===== config.mk =====
export PLATFORM = sky130hd
export DESIGN_NAME = acm_monitor
export DESIGN_NICKNAME = d
export VERILOG_FILES = /design/src/hw/acm_pkg.sv /design/src/hw/acm_clk_if.sv /design/src/hw/acm_edge.sv /design/src/hw/acm_ratio.sv /design/src/hw/acm_monitor.sv
export SDC_FILE = /design/constraint.sdc
export NUM_CORES = 1
export LEC_CHECK = 0
export BUFFER_PORTS_ARGS = -buffer_cell sky130_fd_sc_hd__buf_4
export CORE_AREA = 4 4 119 121
export CTS_CLUSTER_DIAMETER = 120
export CTS_CLUSTER_SIZE = 12
export DETAILED_ROUTE_END_ITERATION = 7
export DIE_AREA = 0 0 123 125
export HOLD_SLACK_MARGIN = 0.05
export PLACE_DENSITY = 0.66
export SLEW_MARGIN = 15
export SYNTH_ARGS = -nofsm -noshare
export SYNTH_HDL_FRONTEND = slang
export SYNTH_SLANG_ARGS = --single-unit

===== constraint.sdc =====
create_clock -name CLK_I -period 3.8 [get_ports CLK_I]
set_input_delay 0.57 -clock CLK_I [delete_from_list [all_inputs] [get_ports CLK_I]]
set_output_delay 0.57 -clock CLK_I [all_outputs]
set_load 0.05 [all_outputs]

===== src/hw/acm_pkg.sv =====
// Constants and types for the audio clock monitor status block
package acm_pkg;
  localparam int          CLK_HZ         = 250_000_000;
  // Register offsets
  localparam logic [7:0]  ADDR_RATIO_HI  = 8'h5C;
  localparam logic [7:0]  ADDR_RATIO_LO  = 8'h5D;
  localparam logic [7:0]  ADDR_DET_STAT  = 8'h5E;
  localparam logic [7:0]  ADDR_ERR_FLAGS = 8'h5F;
  localparam logic [7:0]  ADDR_MUTE_MON  = 8'h6C;
  // Field positions
  localparam int          BIT_MCLK_MISS  = 6;
  localparam int          BIT_PLL_UNLK   = 5;
  localparam int          BIT_FB_ABSENT  = 4;
  localparam int          BIT_COMBO_ERR  = 3;
  localparam int          BIT_MCLK_INV   = 2;
  localparam int          BIT_BCLK_INV   = 1;
  localparam int          BIT_RATE_INV   = 0;
  localparam int          BIT_HALT_LAT   = 4;
  localparam int          BIT_ABSENT_LIV = 2;
  localparam int          BIT_RESYNC     = 1;
  localparam int          BIT_ERR_LAT    = 0;
  localparam int          BIT_MUTE_L     = 1;
  localparam int          BIT_MUTE_R     = 0;
  localparam logic [7:0]  RESET_BYTE     = 8'h00;
  // Monitored clock lanes
  localparam int          NUM_CLK        = 3;
  localparam int          LANE_MCLK      = 0;
  localparam int          LANE_BCLK      = 1;
  localparam int          LANE_FCLK      = 2;
  // Limits
  localparam logic [8:0]  BCLK_MIN       = 9'h020;
  localparam logic [8:0]  BCLK_MAX       = 9'h100;
  localparam logic [7:0]  LOW_BITS_MIN   = 8'h05;
  localparam logic [11:0] MCLK_DSP_MIN   = 12'h080;
  localparam int          FS_MAX_HZ      = 384_000;
  localparam int          FS_MIN_HZ      = 8_000;
  localparam logic [15:0] FS_MIN_CYC     = 16'(CLK_HZ / FS_MAX_HZ);
  localparam logic [15:0] FS_MAX_CYC     = 16'(CLK_HZ / FS_MIN_HZ);
  // Times
  localparam int          MISS_TIME_NS   = 1000;
  localparam int          RESYNC_TIME_NS = 2000;
  localparam logic [9:0]  MISS_CYC       = 10'(MISS_TIME_NS / (1_000_000_000 / CLK_HZ));
  localparam logic [9:0]  RESYNC_CYC     = 10'(RESYNC_TIME_NS / (1_000_000_000 / CLK_HZ));
  typedef enum logic [1:0] {SYNC_OK, SYNC_ERR, SYNC_RESYNC} acm_sync_t;
endpackage : acm_pkg


===== src/hw/acm_clk_if.sv =====
// Carrier of sampled clock events between the monitor top and its ratio counter
`timescale 1ns/1ps
interface acm_clk_if;
  import acm_pkg::*;
  logic [NUM_CLK-1:0] rise;
  logic [NUM_CLK-1:0] level;
  logic [NUM_CLK-1:0] present;
  modport src (output rise, output level, output present);
  modport snk (input rise, input level, input present);
endinterface : acm_clk_if


===== src/hw/acm_edge.sv =====
// Edge and activity detector for one sampled clock pin
`timescale 1ns/1ps
module acm_edge
  import acm_pkg::*;
(
  input  wire logic clk_i,
  input  wire logic rst_i,
  input  wire logic pin_i,
  output logic      rise_o,
  output logic      level_o,
  output logic      present_o
);
  logic       lvl_ff,  nxt_lvl;
  logic [9:0] idle_ff, nxt_idle;

  always_comb begin
    nxt_lvl  = pin_i;
    nxt_idle = idle_ff;
    if (pin_i && !lvl_ff) begin
      nxt_idle = 10'h000;
    end else if (idle_ff < MISS_CYC) begin
      nxt_idle = idle_ff + 10'h001;
    end
  end

  always_ff @(posedge clk_i) begin
    if (rst_i) begin
      lvl_ff  <= 1'b0;
      idle_ff <= MISS_CYC;
    end else begin
      lvl_ff  <= nxt_lvl;
      idle_ff <= nxt_idle;
    end
  end

  assign rise_o    = pin_i && !lvl_ff;
  assign level_o   = lvl_ff;
  // Saturating idle count: no rise within the window means the clock is gone
  assign present_o = idle_ff < MISS_CYC;
endmodule : acm_edge


===== src/hw/acm_ratio.sv =====
// Per-frame counters: bit clocks, master clocks, frame period and frame low time
`timescale 1ns/1ps
module acm_ratio
  import acm_pkg::*;
(
  input  wire logic  clk_i,
  input  wire logic  rst_i,
  acm_clk_if.snk     ck,
  output logic [8:0]  bit_ratio_o,
  output logic        bit_stable_o,
  output logic [11:0] mclk_ratio_o,
  output logic [15:0] period_o,
  output logic [7:0]  low_bits_o
);
  logic [8:0]  bcnt_ff,  nxt_bcnt,  bres_ff,  nxt_bres;
  logic [11:0] mcnt_ff,  nxt_mcnt,  mres_ff,  nxt_mres;
  logic [15:0] pcnt_ff,  nxt_pcnt,  pres_ff,  nxt_pres;
  logic [7:0]  lcnt_ff,  nxt_lcnt,  lres_ff,  nxt_lres;
  logic        stab_ff,  nxt_stab;
  logic        frame;

  assign frame = ck.rise[LANE_FCLK];

  always_comb begin
    nxt_bcnt = bcnt_ff;
    nxt_mcnt = mcnt_ff;
    nxt_pcnt = pcnt_ff;
    nxt_lcnt = lcnt_ff;
    nxt_bres = bres_ff;
    nxt_mres = mres_ff;
    nxt_pres = pres_ff;
    nxt_lres = lres_ff;
    nxt_stab = stab_ff;
    if (frame) begin
      // Count of bit clocks within the finished frame
      // A single frame gives no trustworthy count: stable only when two successive frames agree
      nxt_bres = bcnt_ff;
      nxt_mres = mcnt_ff;
      nxt_pres = pcnt_ff;
      nxt_lres = lcnt_ff;
      nxt_stab = (bcnt_ff == bres_ff);
      nxt_bcnt = 9'(ck.rise[LANE_BCLK]);
      nxt_mcnt = 12'(ck.rise[LANE_MCLK]);
      nxt_pcnt = 16'h0001;
      nxt_lcnt = 8'h00;
    end else begin
      // Counters saturate so a missing frame clock cannot wrap them
      if (ck.rise[LANE_BCLK] && bcnt_ff != 9'h1FF) nxt_bcnt = bcnt_ff + 9'h001;
      if (ck.rise[LANE_MCLK] && mcnt_ff != 12'hFFF) nxt_mcnt = mcnt_ff + 12'h001;
      if (pcnt_ff != 16'hFFFF) nxt_pcnt = pcnt_ff + 16'h0001;
      if (ck.rise[LANE_BCLK] && !ck.level[LANE_FCLK] && lcnt_ff != 8'hFF) begin
        nxt_lcnt = lcnt_ff + 8'h01;
      end
    end
    // Frame loss is judged by the period counter: slow frames outlast the pin idle
    // window, which would otherwise keep the ratio marked unstable for good
    if (pcnt_ff == 16'hFFFF) nxt_stab = 1'b0;
  end

  always_ff @(posedge clk_i) begin
    if (rst_i) begin
      bcnt_ff <= 9'h000;
      mcnt_ff <= 12'h000;
      pcnt_ff <= 16'h0000;
      lcnt_ff <= 8'h00;
      bres_ff <= 9'h000;
      mres_ff <= 12'h000;
      pres_ff <= 16'h0000;
      lres_ff <= 8'h00;
      stab_ff <= 1'b0;
    end else begin
      bcnt_ff <= nxt_bcnt;
      mcnt_ff <= nxt_mcnt;
      pcnt_ff <= nxt_pcnt;
      lcnt_ff <= nxt_lcnt;
      bres_ff <= nxt_bres;
      mres_ff <= nxt_mres;
      pres_ff <= nxt_pres;
      lres_ff <= nxt_lres;
      stab_ff <= nxt_stab;
    end
  end

  assign bit_ratio_o  = bres_ff;
  assign bit_stable_o = stab_ff;
  assign mclk_ratio_o = mres_ff;
  assign period_o     = pres_ff;
  assign low_bits_o   = lres_ff;
endmodule : acm_ratio


===== src/hw/acm_monitor.sv =====
// Clock monitor status block: detects audio clock health, serves status registers
`timescale 1ns/1ps
module acm_monitor
  import acm_pkg::*;
(
  // Clock and reset
  input  wire logic       CLK_I,
  input  wire logic       SYS_RST_I,
  // Audio clocks from the serial host, sampled
  input  wire logic       MST_CLK_I,
  input  wire logic       BIT_CLK_I,
  input  wire logic       FRM_CLK_I,
  // PLL and configuration
  input  wire logic       PLL_EN_I,
  input  wire logic       PLL_LOCK_I,
  input  wire logic       ERROR_IGNORE_CONFIG_I,
  // Analog mute state, high while muted
  input  wire logic       MUTE_L_I,
  input  wire logic       MUTE_R_I,
  // Register read port
  input  wire logic       REG_RD_I,
  input  wire logic [7:0] REG_ADDR_I,
  output logic [7:0]      REG_RDATA_O
);
  import acm_pkg::*;

  ////////////////////////////////////////////////////////////////////////////////
  // Clock sampling and per-frame counting
  acm_clk_if ck ();
  logic [NUM_CLK-1:0] pins;
  assign pins = {FRM_CLK_I, BIT_CLK_I, MST_CLK_I};

  genvar g;
  generate
    for (g = 0; g < NUM_CLK; g++) begin : g_edge
      acm_edge u_edge (
        .clk_i     (CLK_I),
        .rst_i     (SYS_RST_I),
        .pin_i     (pins[g]),
        .rise_o    (ck.rise[g]),
        .level_o   (ck.level[g]),
        .present_o (ck.present[g])
      );
    end
  endgenerate

  logic [8:0]  bit_ratio_count;
  logic        bit_stable;
  logic [11:0] mclk_ratio;
  logic [15:0] frame_period;
  logic [7:0]  frame_low_bits;

  acm_ratio u_ratio (
    .clk_i        (CLK_I),
    .rst_i        (SYS_RST_I),
    .ck           (ck),
    .bit_ratio_o  (bit_ratio_count),
    .bit_stable_o (bit_stable),
    .mclk_ratio_o (mclk_ratio),
    .period_o     (frame_period),
    .low_bits_o   (frame_low_bits)
  );

  ////////////////////////////////////////////////////////////////////////////////
  // Decoding
  function automatic logic mclk_ratio_ok(input logic [11:0] r);
    unique case (r)
      12'h020, 12'h030, 12'h040, 12'h080, 12'h0C0, 12'h100, 12'h180,
      12'h200, 12'h300, 12'h400, 12'h480, 12'h600, 12'h800: mclk_ratio_ok = 1'b1;
      default: mclk_ratio_ok = 1'b0;
    endcase
  endfunction : mclk_ratio_ok

  function automatic logic in_range16(input logic [15:0] v, input logic [15:0] lo,
                                      input logic [15:0] hi);
    in_range16 = (v >= lo) && (v <= hi);
  endfunction : in_range16

  ////////////////////////////////////////////////////////////////////////////////
  // Live status
  logic master_clock_missing, pll_unlocked, frame_and_bit_clock_absent;
  logic autoset_combo_error, master_clock_invalid, bit_clock_invalid;
  logic rate_bad_raw, sample_rate_invalid, clock_error_now;

  always_comb begin
    master_clock_missing       = !ck.present[LANE_MCLK];
    pll_unlocked               = !PLL_EN_I || !PLL_LOCK_I;
    frame_and_bit_clock_absent = !ck.present[LANE_FCLK] && !ck.present[LANE_BCLK]
                                 && !ck.level[LANE_FCLK] && !ck.level[LANE_BCLK];
    master_clock_invalid       = master_clock_missing || !mclk_ratio_ok(mclk_ratio)
                                 || (frame_low_bits <= LOW_BITS_MIN);
    bit_clock_invalid          = !bit_stable || frame_and_bit_clock_absent
                                 || (bit_ratio_count < BCLK_MIN)
                                 || (bit_ratio_count > BCLK_MAX);
    rate_bad_raw               = frame_and_bit_clock_absent
                                 || !in_range16(frame_period, FS_MIN_CYC, FS_MAX_CYC);
    // Ignored errors let the converter run, so the flag drops with it
    sample_rate_invalid        = rate_bad_raw && !ERROR_IGNORE_CONFIG_I;
    // Without the PLL the master clock alone must give enough DSP cycles
    autoset_combo_error        = rate_bad_raw || master_clock_invalid
                                 || (!PLL_EN_I && (mclk_ratio < MCLK_DSP_MIN));
    clock_error_now            = master_clock_missing || autoset_combo_error
                                 || bit_clock_invalid || sample_rate_invalid;
  end

  ////////////////////////////////////////////////////////////////////////////////
  // Resynchronisation sequencer and latched flags
  acm_sync_t  sync_ff, nxt_sync;
  logic [9:0] rs_cnt_ff, nxt_rs_cnt;
  logic       halt_ff, nxt_halt, err_ff, nxt_err;
  logic       rd_flags;

  assign rd_flags = REG_RD_I && (REG_ADDR_I == ADDR_ERR_FLAGS);

  always_comb begin
    nxt_sync   = sync_ff;
    nxt_rs_cnt = rs_cnt_ff;
    unique case (sync_ff)
      SYNC_OK: begin
        if (clock_error_now) nxt_sync = SYNC_ERR;
      end
      SYNC_ERR: begin
        if (!clock_error_now) begin
          nxt_sync   = SYNC_RESYNC;
          nxt_rs_cnt = RESYNC_CYC;
        end
      end
      SYNC_RESYNC: begin
        if (clock_error_now) begin
          nxt_sync = SYNC_ERR;
        end else if (rs_cnt_ff == 10'h001) begin
          nxt_sync = SYNC_OK;
        end
        nxt_rs_cnt = rs_cnt_ff - 10'h001;
      end
    endcase
    // A new event outranks the clearing read
    nxt_halt = master_clock_missing || (halt_ff && !rd_flags);
    nxt_err  = clock_error_now || (err_ff && !rd_flags);
  end

  always_ff @(posedge CLK_I) begin
    if (SYS_RST_I) begin
      sync_ff   <= SYNC_OK;
      rs_cnt_ff <= 10'h000;
      halt_ff   <= 1'b0;
      err_ff    <= 1'b0;
    end else begin
      sync_ff   <= nxt_sync;
      rs_cnt_ff <= nxt_rs_cnt;
      halt_ff   <= nxt_halt;
      err_ff    <= nxt_err;
    end
  end

  logic resync_in_progress;
  assign resync_in_progress = (sync_ff == SYNC_RESYNC);

  ////////////////////////////////////////////////////////////////////////////////
  // Register read mux
  logic [7:0] rdata_ff, nxt_rdata;

  always_comb begin
    nxt_rdata = RESET_BYTE;
    if (REG_RD_I) begin
      unique case (REG_ADDR_I)
        ADDR_RATIO_HI: nxt_rdata[0] = bit_ratio_count[8];
        ADDR_RATIO_LO: nxt_rdata    = bit_ratio_count[7:0];
        ADDR_DET_STAT: begin
          nxt_rdata[BIT_MCLK_MISS] = master_clock_missing;
          nxt_rdata[BIT_PLL_UNLK]  = pll_unlocked;
          nxt_rdata[BIT_FB_ABSENT] = frame_and_bit_clock_absent;
          nxt_rdata[BIT_COMBO_ERR] = autoset_combo_error;
          nxt_rdata[BIT_MCLK_INV]  = master_clock_invalid;
          nxt_rdata[BIT_BCLK_INV]  = bit_clock_invalid;
          nxt_rdata[BIT_RATE_INV]  = sample_rate_invalid;
        end
        ADDR_ERR_FLAGS: begin
          nxt_rdata[BIT_HALT_LAT]   = halt_ff;
          nxt_rdata[BIT_ABSENT_LIV] = frame_and_bit_clock_absent;
          nxt_rdata[BIT_RESYNC]     = resync_in_progress;
          nxt_rdata[BIT_ERR_LAT]    = err_ff;
        end
        ADDR_MUTE_MON: begin
          nxt_rdata[BIT_MUTE_L] = !MUTE_L_I;
          nxt_rdata[BIT_MUTE_R] = !MUTE_R_I;
        end
        default: nxt_rdata = RESET_BYTE;
      endcase
    end
  end

  always_ff @(posedge CLK_I) begin
    if (SYS_RST_I) begin
      rdata_ff <= RESET_BYTE;
    end else begin
      rdata_ff <= nxt_rdata;
    end
  end

  assign REG_RDATA_O = rdata_ff;
endmodule : acm_monitor


==> reports/metrics.cfg <==
[logic_synthesis]
postSynthAreaPerCell_sq_um=8.534
synthesis.area_sq_um=6417
synthFlopType=dfxtp_1
yosys_warnings=0
synth_compound_area_frac=0.1277
synth_mux_area_frac=0.02067
seq_area_frac_synth=0.4523
post_synth_num_cell_types=57
synth_edf_count=0
synth_nets=781
synth_cells=752
synth_fa_ha_area_frac=0.01950
synthSimpleGateAreaFrac=0.2620
synthArstFlopShare=0
synth_top_family_by_area=simple AND/OR/NAND/NOR gates
synth-seq-cells=145
synth_xor_area_frac=0.09144

[pwr]
cellPowerDensity_nw_per_um2=489.2
combinationalPowerShare=0.055
pwr-share-seq=0.439
p_int_w=0.002849
p_leak_nw=2.765
peakVddDrop_v=0.0003031
switching_share=0.2134
power_switching_w=0.0007731
clockPowerShare=0.505
power_w=0.003623

[sta]
drv_slew=0
rsz0062_at_grt=no
period_minus_slack_ns=2.515
finalClockSkew_ns=0.006298
max_freq_mhz=397.5
min_period_over_period=0.6620
final.setup.tns_ns=0
worstMarginPinSlew_ns=0.8476
hold_viol_final=0
finalSetupViolCount=0
maxSlewHeadroom=0.4297

[floorplan]
core-area_sq_um=13090
start_util=0.4904
die_h_um=125
rows=42
die_w_um=123
ios=27
die_area_sq_um=15380

[setup_path]
r2r_end=rs_cnt_ff[7]$_SDFFE_PP0P_
critPathMaxFanout=7
crit_end=rs_cnt_ff[7]$_SDFFE_PP0P_
crit_type=register to register
crit_path_start_kind=register
rr_worst_depth=6
timing.rr.start=g_edge[2].u_edge.idle_ff[2]$_SDFFE_PP0N_
critPathCaptureType=register
regToRegSetupSlack_ns=1.28
startpoint=g_edge[2].u_edge.idle_ff[2]$_SDFFE_PP0N_
required_ns=4.14
arrival_ns=2.86

[placement]
hpwl_um=9493
placedCellCount=925
place_congestion=0.8597
port-buffer-count=26

[clock_tree]
hold_buffers=0
cts_tree=yes
cts_buffer_depth=2
h-tree-depth=4
clk_latency_ns=0.41
cts_resized=0
cts_sinks=145
cts.clk_slew.worst_paths_ns=0.06
post_cts_buffers=0
numCtsBuffers=17
root_buffer=clkbuf_16

[routing]
viasPerCell=5.518
drc=0
wire_per_inst_um=14.68
ant_nets=0
routed_wl_um=14050
vias=5281
drt_first_pass_iters=5
drt_iter0_drc=296

[run]
drv_cap=0

[hold_path]
hold_class=input pin to register
min_path_cells=2

[cells_and_area]
layout_commonest_cell=dfxtp_1
nets=797
regArea_sq_um=2903
final_cell_mix=dfxtp_1 (145), nand2_1 (128), a21oi_1 (72)
finalNonFillerCells=957
num_antenna_cells=0
syn_to_final_growth_pct=15.38
fill_cells=1153
layout-drive-gt1-share=0.09859
multi_input_area_sq_um=3351

[outcome]
outcome=finished clean

[global_route]
grt_pass1_vias=5141
grt_max_degree=56
grt.overflow.total=0
grt_util_all_layers=0.1914
antenna_found_initial=0
grt_first_pass_wirelength_um=24080

==> Yosys cell counts (all sizes together), types with 12 or more instances <==
library cell / count / area (sq um)
xor2: 41 / 359.1
dfxtp: 145 / 2903
nor2: 63 / 236.5
nand3: 22 / 115.1
o21bai: 12 / 90.09
nor3: 21 / 105.1
xnor2: 26 / 227.7
clkbuf: 30 / 112.6
nand4: 20 / 125.1
nand2: 128 / 480.5
a21oi: 73 / 369.1
==> through the flow <==
stage	hold slack [ns]	cell area (sq um)	setup WS, ns	util
2_1_floorplan	0.4329	6417	1.630	-
6_report	0.4031	7405	1.285	0.5659
4_1_cts	0.3807	7405	1.290	0.5659
3_5_place_dp	0.4472	6751	1.307	0.5160
5_1_grt	0.3942	7405	1.172	0.5659
3_3_place_gp	0.4440	6751	1.463	0.5160
==> cell families (layout without fill, tap and decap cells) <==
family	Yosys count	in the layout
AO/OA/AOI/OAI	132	132
multiplexers	13	13
buffers and inverters	45	74
XOR/XNOR	67	67
AND/OR/NAND/NOR	340	340
adder cells (fa/ha/maj)	10	10
flip-flops	145	145
==> cell type report <==
cell class | instances | share of cell area
tap | 176 | 0.02974
timing repair buffer | 32 | 0.03244
clock buffer | 21 | 0.06353
inverter | 10 | 0.005069
sequential | 145 | 0.3920
multi-input combinational | 562 | 0.4525
clock inverter | 11 | 0.02467
==> layer usage <==
metal | up-vias | track usage | wire length [um]
li1 | 2655 | - | -
met1 | 2477 | 0.2441 | 6426
met5 | - | 0 | 0
met4 | 0 | 0.08730 | 313
met2 | 127 | 0.3097 | 6671
met3 | 22 | 0.03975 | 639
==> worst min path at each step <==
stage                                         start                              endpoint  slack [ns]
4_1_cts                                   BIT_CLK_I   g_edge[1].u_edge.level_o$_SDFF_PP0_        0.38
3_3_place_gp   u_ratio.mclk_ratio_o[3]$_SDFFE_PP0P_  u_ratio.mclk_ratio_o[3]$_SDFFE_PP0P_        0.44
6_report                                  BIT_CLK_I   g_edge[1].u_edge.level_o$_SDFF_PP0_        0.40
2_1_floorplan                     err_ff$_SDFF_PP0_                     err_ff$_SDFF_PP0_        0.43
5_1_grt                                   BIT_CLK_I   g_edge[1].u_edge.level_o$_SDFF_PP0_        0.39
3_5_place_dp     u_ratio.low_bits_o[2]$_SDFFE_PP0P_    u_ratio.low_bits_o[2]$_SDFFE_PP0P_        0.45
==> registers in the layout (all words and copies together), names as in the netlist <==
name,flops
g_edge.u_edge.idle_ff,30
u_ratio.bcnt_ff,9
rs_cnt_ff,10
u_ratio.pcnt_ff,16
g_edge.u_edge.level_o,3
REG_RDATA_O,8
u_ratio.bit_ratio_o,9
u_ratio.period_o,16
sync_ff,2
u_ratio.mclk_ratio_o,12
halt_ff,1
u_ratio.bit_stable_o,1
u_ratio.lcnt_ff,8
u_ratio.low_bits_o,7
u_ratio.mcnt_ff,12
err_ff,1
==> power groups by stage <==
| stage | Combinational, W | Sequential (W) | Clock [W] |
|---|---|---|---|
| 2_1_floorplan | 0.000147 | 0.00161 | 0 |
| 3_3_place_gp | 0.000190 | 0.00162 | 0 |
| 3_5_place_dp | 0.000198 | 0.00162 | 0 |
| 4_1_cts | 0.000201 | 0.00159 | 0.00186 |
| 5_1_grt | 0.000224 | 0.00160 | 0.00194 |
| 6_report | 0.000199 | 0.00159 | 0.00183 |
==> critical path: stages (launching register included) <==
cell,delay (ns)
dfxtp_1,0.35
o21a_1,0.19
a211oi_2,0.47
or4_1,0.33
o211ai_1,0.28
nor4_1,0.62
o21bai_1,0.20
No activity file was read; power rests on OpenSTA's default activity.
